===== config.mk =====
export PLATFORM = sky130hd
export DESIGN_NAME = fms_master_status
export DESIGN_NICKNAME = d
export VERILOG_FILES = /design/src/rtl/fms_pkg.sv /design/src/rtl/fms_clk_loss.sv /design/src/rtl/fms_sec_timer.sv /design/src/rtl/fms_master_status.sv
export SDC_FILE = /design/constraint.sdc
export NUM_CORES = 1
export LEC_CHECK = 0
export BUFFER_PORTS_ARGS = -buffer_cell sky130_fd_sc_hd__buf_2
export CORE_AREA = 2 2 85 87
export DETAILED_ROUTE_END_ITERATION = 16
export DIE_AREA = 0 0 87 89
export PLACE_DENSITY = 0.84
export SYNTH_ARGS = -nofsm -noshare
export SYNTH_HDL_FRONTEND = slang
export SYNTH_SLANG_ARGS = --single-unit
export TNS_END_PERCENT = 10

===== constraint.sdc =====
create_clock -name clk -period 5.45 [get_ports clk]
set_clock_uncertainty 0.1 [all_clocks]
set_input_delay 0.2725 -clock clk [delete_from_list [all_inputs] [get_ports clk]]
set_output_delay 0.2725 -clock clk [all_outputs]
set_load 0.01 [all_outputs]

===== src/rtl/fms_pkg.sv =====
// Package for the framer master status and interrupt block.
// Assumes a single 50 MHz system clock and an APB register port.
`default_nettype none
package fms_pkg;
  localparam int APB_AW = 12;
  localparam int REG_W = 8;
  // Register indices; byte address is four times the index.
  localparam logic [7:0] IDX_SUMMARY = 8'h06;
  localparam logic [7:0] IDX_RT = 8'h08;
  localparam logic [7:0] IDX_LAT = 8'h09;
  localparam logic [7:0] IDX_IE = 8'h0A;
  localparam logic [7:0] IDX_CTRL = 8'h0B;
  localparam logic [APB_AW-1:0] ADDR_SUMMARY = {2'h0, IDX_SUMMARY, 2'h0};
  localparam logic [APB_AW-1:0] ADDR_RT = {2'h0, IDX_RT, 2'h0};
  localparam logic [APB_AW-1:0] ADDR_LAT = {2'h0, IDX_LAT, 2'h0};
  localparam logic [APB_AW-1:0] ADDR_IE = {2'h0, IDX_IE, 2'h0};
  localparam logic [APB_AW-1:0] ADDR_CTRL = {2'h0, IDX_CTRL, 2'h0};
  // Bit positions shared by status, latched and enable registers.
  localparam int BIT_TICK = 0;
  localparam int BIT_OVF = 1;
  localparam int BIT_TESTER = 2;
  localparam int BIT_DL = 3;
  localparam int BIT_FE = 4;
  localparam int BIT_LF = 5;
  localparam int BIT_TXL = 6;
  localparam int BIT_RXL = 7;
  localparam int BIT_CLK_SEL = 0;
  localparam logic [REG_W-1:0] LAT_MASK = 8'hC3;
  localparam logic [REG_W-1:0] IE_RST = 8'h00;
  localparam logic [REG_W-1:0] REG_ZERO = 8'h00;
  // Missing-clock window is 9 to 21 periods; the midpoint is used.
  localparam int LOSS_MIN = 9;
  localparam int LOSS_MAX = 21;
  localparam int LOSS_LIMIT = (LOSS_MIN + LOSS_MAX) / 2;
  localparam int TICK_EDGES_DFLT = 1000000;
endpackage : fms_pkg
`default_nettype wire


===== src/rtl/fms_clk_loss.sv =====
// Missing-clock detector: flags a line clock that stopped toggling.
// Assumes line_clk is sampled as a synchronous input of clk.
`default_nettype none
module fms_clk_loss #(
  parameter int LIMIT = fms_pkg::LOSS_LIMIT
) (
  input wire logic clk,
  input wire logic reset,
  input wire logic ce,
  input wire logic line_clk,
  output logic loss
);
  import fms_pkg::*;
  localparam int CW = $clog2(LIMIT + 1);
  localparam logic [CW-1:0] CNT_MAX = CW'(LIMIT);
  localparam logic [CW-1:0] CNT_ONE = CW'(1);
  logic prev_r;
  logic [CW-1:0] cnt_r;
  logic loss_r;
  logic toggle;

  assign toggle = line_clk != prev_r;
  assign loss = loss_r;

  // Loss starts set after reset and clears on the first toggle seen.
  always_ff @(posedge clk) begin
    if (reset) begin
      prev_r <= 1'b0;
      cnt_r <= CNT_MAX;
      loss_r <= 1'b1;
    end else if (ce) begin
      prev_r <= line_clk;
      if (toggle) begin
        cnt_r <= '0;
        loss_r <= 1'b0;
      end else if (cnt_r != CNT_MAX) begin
        cnt_r <= cnt_r + CNT_ONE;
        loss_r <= (cnt_r + CNT_ONE) == CNT_MAX;
      end
    end
  end
endmodule // fms_clk_loss
`default_nettype wire


===== src/rtl/fms_sec_timer.sv =====
// One-second timer counting rising edges of a chosen line clock.
// Assumes both line clocks are sampled as synchronous inputs of clk.
`default_nettype none
module fms_sec_timer #(
  parameter int TICK_EDGES = fms_pkg::TICK_EDGES_DFLT
) (
  input wire logic clk,
  input wire logic reset,
  input wire logic ce,
  input wire logic rx_clk,
  input wire logic tx_clk,
  input wire logic sel_tx,
  output logic tick
);
  import fms_pkg::*;
  localparam int CW = $clog2(TICK_EDGES + 1);
  localparam logic [CW-1:0] CNT_LAST = CW'(TICK_EDGES - 1);
  localparam logic [CW-1:0] CNT_ONE = CW'(1);
  logic src;
  logic prev_r;
  logic [CW-1:0] cnt_r;
  logic tick_r;
  logic rise;

  // Select 0 times from the receive clock, 1 from the transmit clock.
  assign src = sel_tx ? tx_clk : rx_clk;
  assign rise = src && !prev_r;
  assign tick = tick_r;

  // The boundary is arbitrary: counting simply starts at reset.
  always_ff @(posedge clk) begin
    if (reset) begin
      prev_r <= 1'b0;
      cnt_r <= '0;
      tick_r <= 1'b0;
    end else if (ce) begin
      prev_r <= src;
      tick_r <= rise && cnt_r == CNT_LAST;
      if (rise) begin
        cnt_r <= (cnt_r == CNT_LAST) ? '0 : cnt_r + CNT_ONE;
      end
    end
  end
endmodule // fms_sec_timer
`default_nettype wire


===== src/rtl/fms_master_status.sv =====
// Master status, latched status and interrupt enable for one framer.
// Assumes APB master, synchronous sampled line clocks, one clock domain.
//
// The implementer's own choice: the APB register port.
`default_nettype none
module fms_master_status #(
  parameter int SUB_W = 8,
  parameter int TICK_EDGES = fms_pkg::TICK_EDGES_DFLT
) (
  input wire logic clk,
  input wire logic reset,
  input wire logic ce,
  input wire logic psel,
  input wire logic penable,
  input wire logic pwrite,
  input wire logic [fms_pkg::APB_AW-1:0] paddr,
  input wire logic [31:0] pwdata,
  output logic [31:0] prdata,
  output logic pready,
  output logic pslverr,
  input wire logic counter_saturated,
  input wire logic [SUB_W-1:0] tester_latched_status,
  input wire logic [SUB_W-1:0] tester_status_enable,
  input wire logic [SUB_W-1:0] datalink_latched_status,
  input wire logic [SUB_W-1:0] datalink_status_enable,
  input wire logic [SUB_W-1:0] farend_latched_status,
  input wire logic [SUB_W-1:0] farend_status_enable,
  input wire logic [SUB_W-1:0] line_framer_latched_status,
  input wire logic [SUB_W-1:0] line_framer_status_enable,
  input wire logic tx_input_clock,
  input wire logic rx_line_clock,
  output logic framer_irq
);
  import fms_pkg::*;

  logic [REG_W-1:0] rt_r;
  logic [REG_W-1:0] rt_nxt;
  logic [REG_W-1:0] lat_r;
  logic [REG_W-1:0] lat_nxt;
  logic [REG_W-1:0] lat_set;
  logic [REG_W-1:0] ie_r;
  logic [REG_W-1:0] pend;
  logic one_second_clock_select;
  logic framer_irq_r;
  logic [31:0] prdata_r;
  logic pready_r;
  logic pslverr_r;
  logic [REG_W-1:0] rd_val;
  logic addr_ok;
  logic setup;
  logic wr_en;
  logic wr_lat;
  logic tx_clock_loss;
  logic rx_clock_loss;
  logic tick;

  // Missing-clock detectors, one per line clock.
  fms_clk_loss #(
    .LIMIT(LOSS_LIMIT)
  ) u_tx_loss (
    .clk(clk),
    .reset(reset),
    .ce(ce),
    .line_clk(tx_input_clock),
    .loss(tx_clock_loss)
  );

  fms_clk_loss #(
    .LIMIT(LOSS_LIMIT)
  ) u_rx_loss (
    .clk(clk),
    .reset(reset),
    .ce(ce),
    .line_clk(rx_line_clock),
    .loss(rx_clock_loss)
  );

  // One-second boundary generator.
  fms_sec_timer #(
    .TICK_EDGES(TICK_EDGES)
  ) u_timer (
    .clk(clk),
    .reset(reset),
    .ce(ce),
    .rx_clk(rx_line_clock),
    .tx_clk(tx_input_clock),
    .sel_tx(one_second_clock_select),
    .tick(tick)
  );

  // Real-time status is rebuilt every cycle from its live sources.
  always_comb begin
    rt_nxt = REG_ZERO;
    rt_nxt[BIT_OVF] = counter_saturated;
    rt_nxt[BIT_TESTER] = |(tester_latched_status & tester_status_enable);
    rt_nxt[BIT_DL] = |(datalink_latched_status & datalink_status_enable);
    rt_nxt[BIT_FE] = |(farend_latched_status & farend_status_enable);
    rt_nxt[BIT_LF] = |(line_framer_latched_status & line_framer_status_enable);
    rt_nxt[BIT_TXL] = tx_clock_loss;
    rt_nxt[BIT_RXL] = rx_clock_loss;
  end

  // Loss bits leave reset high, as the detectors do, so no false rising edge is latched.
  always_ff @(posedge clk) begin
    if (reset) begin
      rt_r <= REG_ZERO;
      rt_r[BIT_TXL] <= 1'b1;
      rt_r[BIT_RXL] <= 1'b1;
    end else if (ce) begin
      rt_r <= rt_nxt;
    end
  end

  // APB decode; the slave answers in the first access cycle.
  assign setup = psel && !penable;
  assign wr_en = psel && penable && pready_r && pwrite;
  assign wr_lat = wr_en && paddr == ADDR_LAT;

  always_comb begin
    addr_ok = 1'b1;
    rd_val = REG_ZERO;
    unique case (paddr)
      ADDR_SUMMARY: rd_val = {7'h00, framer_irq_r};
      ADDR_RT: rd_val = rt_r;
      ADDR_LAT: rd_val = lat_r;
      ADDR_IE: rd_val = ie_r;
      ADDR_CTRL: rd_val = {7'h00, one_second_clock_select};
      default: addr_ok = 1'b0;
    endcase
  end

  // Ready and data are registered in the setup cycle, so no wait states.
  always_ff @(posedge clk) begin
    if (reset) begin
      pready_r <= 1'b0;
      pslverr_r <= 1'b0;
      prdata_r <= '0;
    end else if (ce) begin
      pready_r <= setup;
      pslverr_r <= setup && !addr_ok;
      if (setup && !pwrite) begin
        prdata_r <= {24'h000000, rd_val};
      end
    end
  end

  // Latched flags: rising edges and the tick set; host writes one to clear.
  // A set arriving with a clear wins, so no event is lost.
  always_comb begin
    lat_set = REG_ZERO;
    lat_set[BIT_TICK] = tick;
    lat_set[BIT_OVF] = rt_nxt[BIT_OVF] && !rt_r[BIT_OVF];
    lat_set[BIT_TXL] = rt_nxt[BIT_TXL] && !rt_r[BIT_TXL];
    lat_set[BIT_RXL] = rt_nxt[BIT_RXL] && !rt_r[BIT_RXL];
    lat_nxt = lat_r;
    if (wr_lat) begin
      lat_nxt = lat_r & ~pwdata[REG_W-1:0];
    end
    lat_nxt = (lat_nxt | lat_set) & LAT_MASK;
  end

  always_ff @(posedge clk) begin
    if (reset) begin
      lat_r <= REG_ZERO;
    end else if (ce) begin
      lat_r <= lat_nxt;
    end
  end

  // Enable and control registers are plain read-write.
  always_ff @(posedge clk) begin
    if (reset) begin
      ie_r <= IE_RST;
      one_second_clock_select <= 1'b0;
    end else if (ce && wr_en) begin
      if (paddr == ADDR_IE) begin
        ie_r <= pwdata[REG_W-1:0];
      end
      if (paddr == ADDR_CTRL) begin
        one_second_clock_select <= pwdata[BIT_CLK_SEL];
      end
    end
  end

  // Change bits come from real-time status, the rest from latched flags.
  always_comb begin
    pend = lat_r;
    pend[BIT_TESTER] = rt_r[BIT_TESTER];
    pend[BIT_DL] = rt_r[BIT_DL];
    pend[BIT_FE] = rt_r[BIT_FE];
    pend[BIT_LF] = rt_r[BIT_LF];
    pend = pend & ie_r;
  end

  // The request is registered so the pin never glitches on decode.
  always_ff @(posedge clk) begin
    if (reset) begin
      framer_irq_r <= 1'b0;
    end else if (ce) begin
      framer_irq_r <= |pend;
    end
  end

  assign prdata = prdata_r;
  assign pready = pready_r;
  assign pslverr = pslverr_r;
  assign framer_irq = framer_irq_r;
endmodule // fms_master_status
`default_nettype wire


Yosys cells after proc, flatten, opt, wreduce, memory -nomap -nowiden
Index checks and enable logic that the tools add are counted.

Bits in latches: 0. Bits of input ports: 117. Memories: 0. Memory bits (writable): 0. Flip-flop bits (word level): 65. ROM bits: 0. Output and inout port bits: 35.

Add/sub/neg operators: 3. Shift-type cells: 0. Bitwise operators: 8. Multiply operators: 0. Multiplexer cells: 13. Reduce and logical (&&, ||, !) cells: 34. Divide/modulo/power cells: 0. Equality and inequality tests: 12. Magnitude comparators: 0.

Operator list (count): $and A8 B8 Y8 (6); $eq A12 B6 Y1 const B (4); $pmux W8 S5 (1); $reduce_or A8 Y1 (5); $add A20 B1 Y20 const B (1); $eq A20 B20 Y1 const B (1); $mux W20 (1); $mux W4 (4); $logic_and A1 B1 Y1 (13); $eq A12 B5 Y1 const B (1); $reduce_and A2 Y1 (6); $add A4 B1 Y4 const B (2); $eq A4 B4 Y1 const B (2); $mux W8 (1); $ne A4 B4 Y1 const B (2); $not A8 Y8 (1); $or A8 B8 Y8 (1); $logic_not A1 Y1 (7); $mux W1 (6); $reduce_or A5 Y1 (1); $reduce_bool A2 Y1 (2); $ne A1 B1 Y1 (2).

Longest topological paths before layout
Word-level depth: 6. Mapped depth: 7. Depth with buffers taken out: 5.

Cells and area by module
A second synthesis with hierarchy kept.

Cell total of the unflattened synthesis: 398. Area total of the unflattened synthesis: 3545.9 µm².

By module, submodules not included: fms_master_status (area each 1835.5 µm², cells each 202, seq. area each 620.6 µm², instances 1); fms_sec_timer (area each 1069.8 µm², cells each 128, seq. area each 440.4 µm², instances 1); fms_clk_loss (area each 320.3 µm², cells each 34, seq. area each 120.1 µm², instances 2).

Least setup slack after synthesis
Ideal clock, no wire load.

Path type: flip-flop to flip-flop. Start point: reg u_timer.cnt_r[0]. End point: reg u_timer.cnt_r[18]. Period minus slack after synthesis: 2.026 ns. Data required time: 5.280 ns. Stages on the path, launching flop included: 7. Setup slack: 3.424 ns. Path buffers: 1. Setup time: 0.070 ns. Arrival time: 1.856 ns. Cells stage by stage: dfxtp_1 > ha_1 > nand3b_1 > or4_1 > buf_2 > or4_1 > a21oi_1.

Longest elaborated chain between the ends: 2. Elaborated cells on any way between the ends: 3.

RTL lines: start, declared (line fms_sec_timer.sv:21) `logic [CW-1:0] cnt_r;`; start signal, assigned (line fms_sec_timer.sv:40) `cnt_r <= (cnt_r == CNT_LAST) ? '0 : cnt_r + CNT_ONE;`; $add A20 B1 Y20 or $eq A20 B20 Y1 (tied branches) (line fms_sec_timer.sv:40); $mux W20 * (line fms_sec_timer.sv:40).

Every way passes the cells marked *; elsewhere a longest branch is shown, timed or not. A chain may end at the register's enable or synchronous reset.

Final worst setup path
Start point: in ce. End point: reg u_timer.cnt_r[18].

Longest elaborated chain between the ends: 1.

RTL lines: start, declared (line fms_master_status.sv:12) `input wire logic ce,`; $reduce_and A2 Y1 (no line).

No other way between the ends.

==> reports/qor.yml <==
cts:
  h-tree-depth: 3
  root_buffer: "clkbuf_8"
  cts_tree: "built"
  clock_latency_ns: 0.35
  clock_path_buffers: 2
  cts_sinks: 65
  hold_buffers: 0
  cts_resized: 0
  clk_pin_slew_ns: 0.07
  cts_setup_buffers: 0
  numCtsBuffers: 9
global_route:
  grt_usage_pct: 21.96
  first_global_vias: 3175
  grt_max_degree: 42
  grt_antenna_before_repair: 0
  grt.overflow.total: 0
  grt_pass1_wl_microns: 13620
worst_setup_path:
  critPathCapture: "u_timer.cnt_r[18]"
  end_kind: "flip-flop"
  worst_r2r_path_depth: 4
  slowest_stage: "or4_1"
  cp_num_buf_inv: 1
  startpoint_type: "input port"
  path_common_cell: "or4_1"
  critical_path_class: "input port to flip-flop"
  worstSetupPathDepth: 5
  max_stage_delay_ns: 0.74
  cp.arrival_ns: 2.52
  cp_max_fo: 41
  timing.rr.end: "u_timer.cnt_r[18]"
  cp_top_family: "simple AND/OR/NAND/NOR gates"
  path_cells: "buf_2 > nand3b_1 > or4_1 > or4_1 > a21oi_1"
  crit_start: "ce"
  crit_required_ns: 5.63
  reg2reg_setup_slack_ns: 3.16
  r2r_start: "one_second_clock_select"
timing:
  timing.setup.tns_ns: 0
  fin_crit_ns: 2.341
  final.period_utilization_pct: 42.96
  holdWs_ns: 0.07092
  worstMarginPinSlew_ns: 0.8663
  fmax_mhz: 427.1
  finalMaxSlewViolations: 0
  setup_slack_ns: 3.109
  finalSetupViolations: 0
  slew_headroom_pct: 40.59
  rsz0062_at_grt: "no"
  finalHoldViolCount: 0
routing:
  ant_nets: 0
  postRouteWirelength_microns: 8139
  drt_first_pass_iters: 5
  drtIter0Drc: 196
  drc: 0
  wl_per_cell_microns: 14.01
  num_vias: 3296
  drt-vias-per-instance: 5.673
synthesis:
  synth_area_per_cell_sq_um: 8.411
  synth_ff_type: "dfxtp_1"
  synth_cell_types: 49
  synth_edf_count: 0
  synth-seq-cells: 65
  synthArstFlopShare_pct: 0
  syn_area_sq_um: 3390
  synth_cells: 403
  ys_seq_area_share_pct: 38.39
  yosys_warnings: 0
final_layout:
  mostFrequentLayoutCell: "buf_2"
  areaGrowthSynthToFinish_pct: 19.23
  finish.utilization_pct: 60.15
  layout_common_cells: "buf_2, dfxtp_1, a21oi_1"
  nNetsFinal: 618
  diodes: 0
  drive_gt1_share_pct: 23.75
floorplan:
  die-area_sq_um: 7743
  core.rowCount: 30
  initial_core_util_pct: 50.45
  core_area_sq_um: 6719
  die_h_microns: 89
  io_pins: 152
  die_w_microns: 87
placed_design:
  pre_cts_ws_ns: 2.769
  port_buffers: 103
  hpwl_microns: 5956
  place_congestion: 0.8926
power_and_ir_drop:
  switchingPower_mw: 0.2710
  leakagePower_nw: 1.673
  p_clk_share_pct: 40.5
  combPwrFrac_pct: 12.3
  sw_frac_of_total_pct: 25.15
  vdd_drop_max_uv: 275.2
  power_density_nw_per_um2: 266.6
  seq_power_share_pct: 47.2
  p_int_mw: 0.8065
  total_power_mw: 1.078
flow_run:
  maxCapViolations: 0
min_path:
  holdCritPathClass: "input port to flip-flop"
status:
  outcome: "completed"
[cell families (layout without fill, tap and decap cells)]
| family | count (synthesis) | in the layout | synth area share (%) |
|---|---|---|---|
| and+or+nand+nor | 143 | 143 | 22.67 |
| buffers and inverters | 53 | 128 | 8.674 |
| other | 1 | 24 | 0.1106 |
| muxes | 14 | 14 | 4.171 |
| xor gates and xnor gates | 18 | 18 | 4.651 |
| AOI/OAI and AO/OA | 104 | 104 | 19.49 |
| DFF | 65 | 65 | 38.39 |
| adders and majority gates | 5 | 5 | 1.846 |
[layer usage]
| layer | vias to the layer above | GRT usage [%] | share of wire [%] |
|---|---|---|---|
| met5 | - | 0 | 0 |
| met3 | 16 | 6.556 | 6.8 |
| li1 | 1637 | - | - |
| met2 | 120 | 38.10 | 49 |
| met1 | 1523 | 25.50 | 42 |
| met4 | 0 | 8.665 | 1.8 |
[tightest hold or removal path, cell delays in order]
cell and delay (ns):
buf_2 0.10, nand3_1 0.05, a21oi_1 0.06
[registers in the layout (all words and copies together), names as in the netlist]
signal,flops
u_timer.tick,1
one_second_clock_select,1
u_rx_loss.cnt_r,4
pready,1
u_tx_loss.loss,1
u_timer.cnt_r,20
pslverr,1
u_tx_loss.cnt_r,4
prdata,8
u_tx_loss.prev_r,1
u_timer.prev_r,1
ie_r,8
u_rx_loss.prev_r,1
lat_r,4
u_rx_loss.loss,1
framer_irq,1
rt_r,7
[power groups by stage]
stage / clock network, mW / registers [mW] / logic (mW)
final: 0.436 / 0.509 / 0.132
after global routing: 0.467 / 0.511 / 0.150
after CTS: 0.443 / 0.508 / 0.132
after detailed placement: 0 / 0.519 / 0.131
after global placement: 0 / 0.518 / 0.125
after floorplan: 0 / 0.515 / 0.0931
[how the worst min path moves through the flow]
stage | slack (ns) | end | cells past startpoint | startpoint
floorplan | 0.32 | rt_r[1] | 2 | counter_saturated
global route | 0.07 | ie_r[3] | 3 | pwdata[3]
detailed placement | 0.34 | prdata[6] | 2 | prdata[6]
finish | 0.07 | ie_r[3] | 3 | pwdata[3]
global placement | 0.34 | prdata[2] | 2 | prdata[2]
CTS | 0.07 | ie_r[3] | 3 | pwdata[3]
[area by class of cell]
class,count,area [sq um]
clock buffers,10,127.6
clock inverters,6,82.58
fillers,606,2678
inverters,9,33.78
multi-input cells,308,1881
flip-flops and latches,65,1301
well taps,80,100.1
repair buffers,103,515.5
[Yosys cell counts (2+ instances only)]
cell type / instances / share of area (%)
nand2_1: 29 / 3.2
buf_4: 24 / 5.3
a222oi_1: 5 / 1.5
buf_1: 2 / 0.22
clkbuf_1: 14 / 1.6
mux2i_1: 13 / 3.8
ha_1: 5 / 1.8
nor2_1: 23 / 2.5
nand4_1: 8 / 1.5
nand3b_1: 5 / 1.1
a221oi_1: 2 / 0.52
xor2_1: 6 / 1.6
o311ai_0: 2 / 0.52
nor3_1: 3 / 0.44
buf_2: 3 / 0.44
nand2b_1: 3 / 0.55
o211ai_1: 4 / 0.89
a211oi_1: 6 / 1.3
inv_1: 9 / 1.0
or3_1: 6 / 1.1
dfxtp_1: 65 / 38
nor2b_1: 3 / 0.55
o2bb2ai_1: 3 / 0.78
or4_1: 9 / 2.0
a21oi_1: 38 / 5.6
a21o_1: 2 / 0.44
nand3_1: 31 / 4.6
nor4_1: 5 / 0.92
o41ai_1: 2 / 0.52
and4_1: 4 / 1.0
a22oi_1: 10 / 2.2
o21ai_0: 20 / 3.0
nor3b_1: 2 / 0.44
and3_1: 5 / 0.92
nor4b_1: 3 / 0.78
xnor2_1: 12 / 3.1
o31ai_1: 5 / 1.1
[stage by stage]
stage / instances / instance area, sq um
after floorplan: 426 / 3476
after global placement: 565 / 3831
after detailed placement: 565 / 3831
after CTS: 581 / 4041
after global routing: 581 / 4041
final: 581 / 4041
No activity file was read; power rests on OpenSTA's default activity.
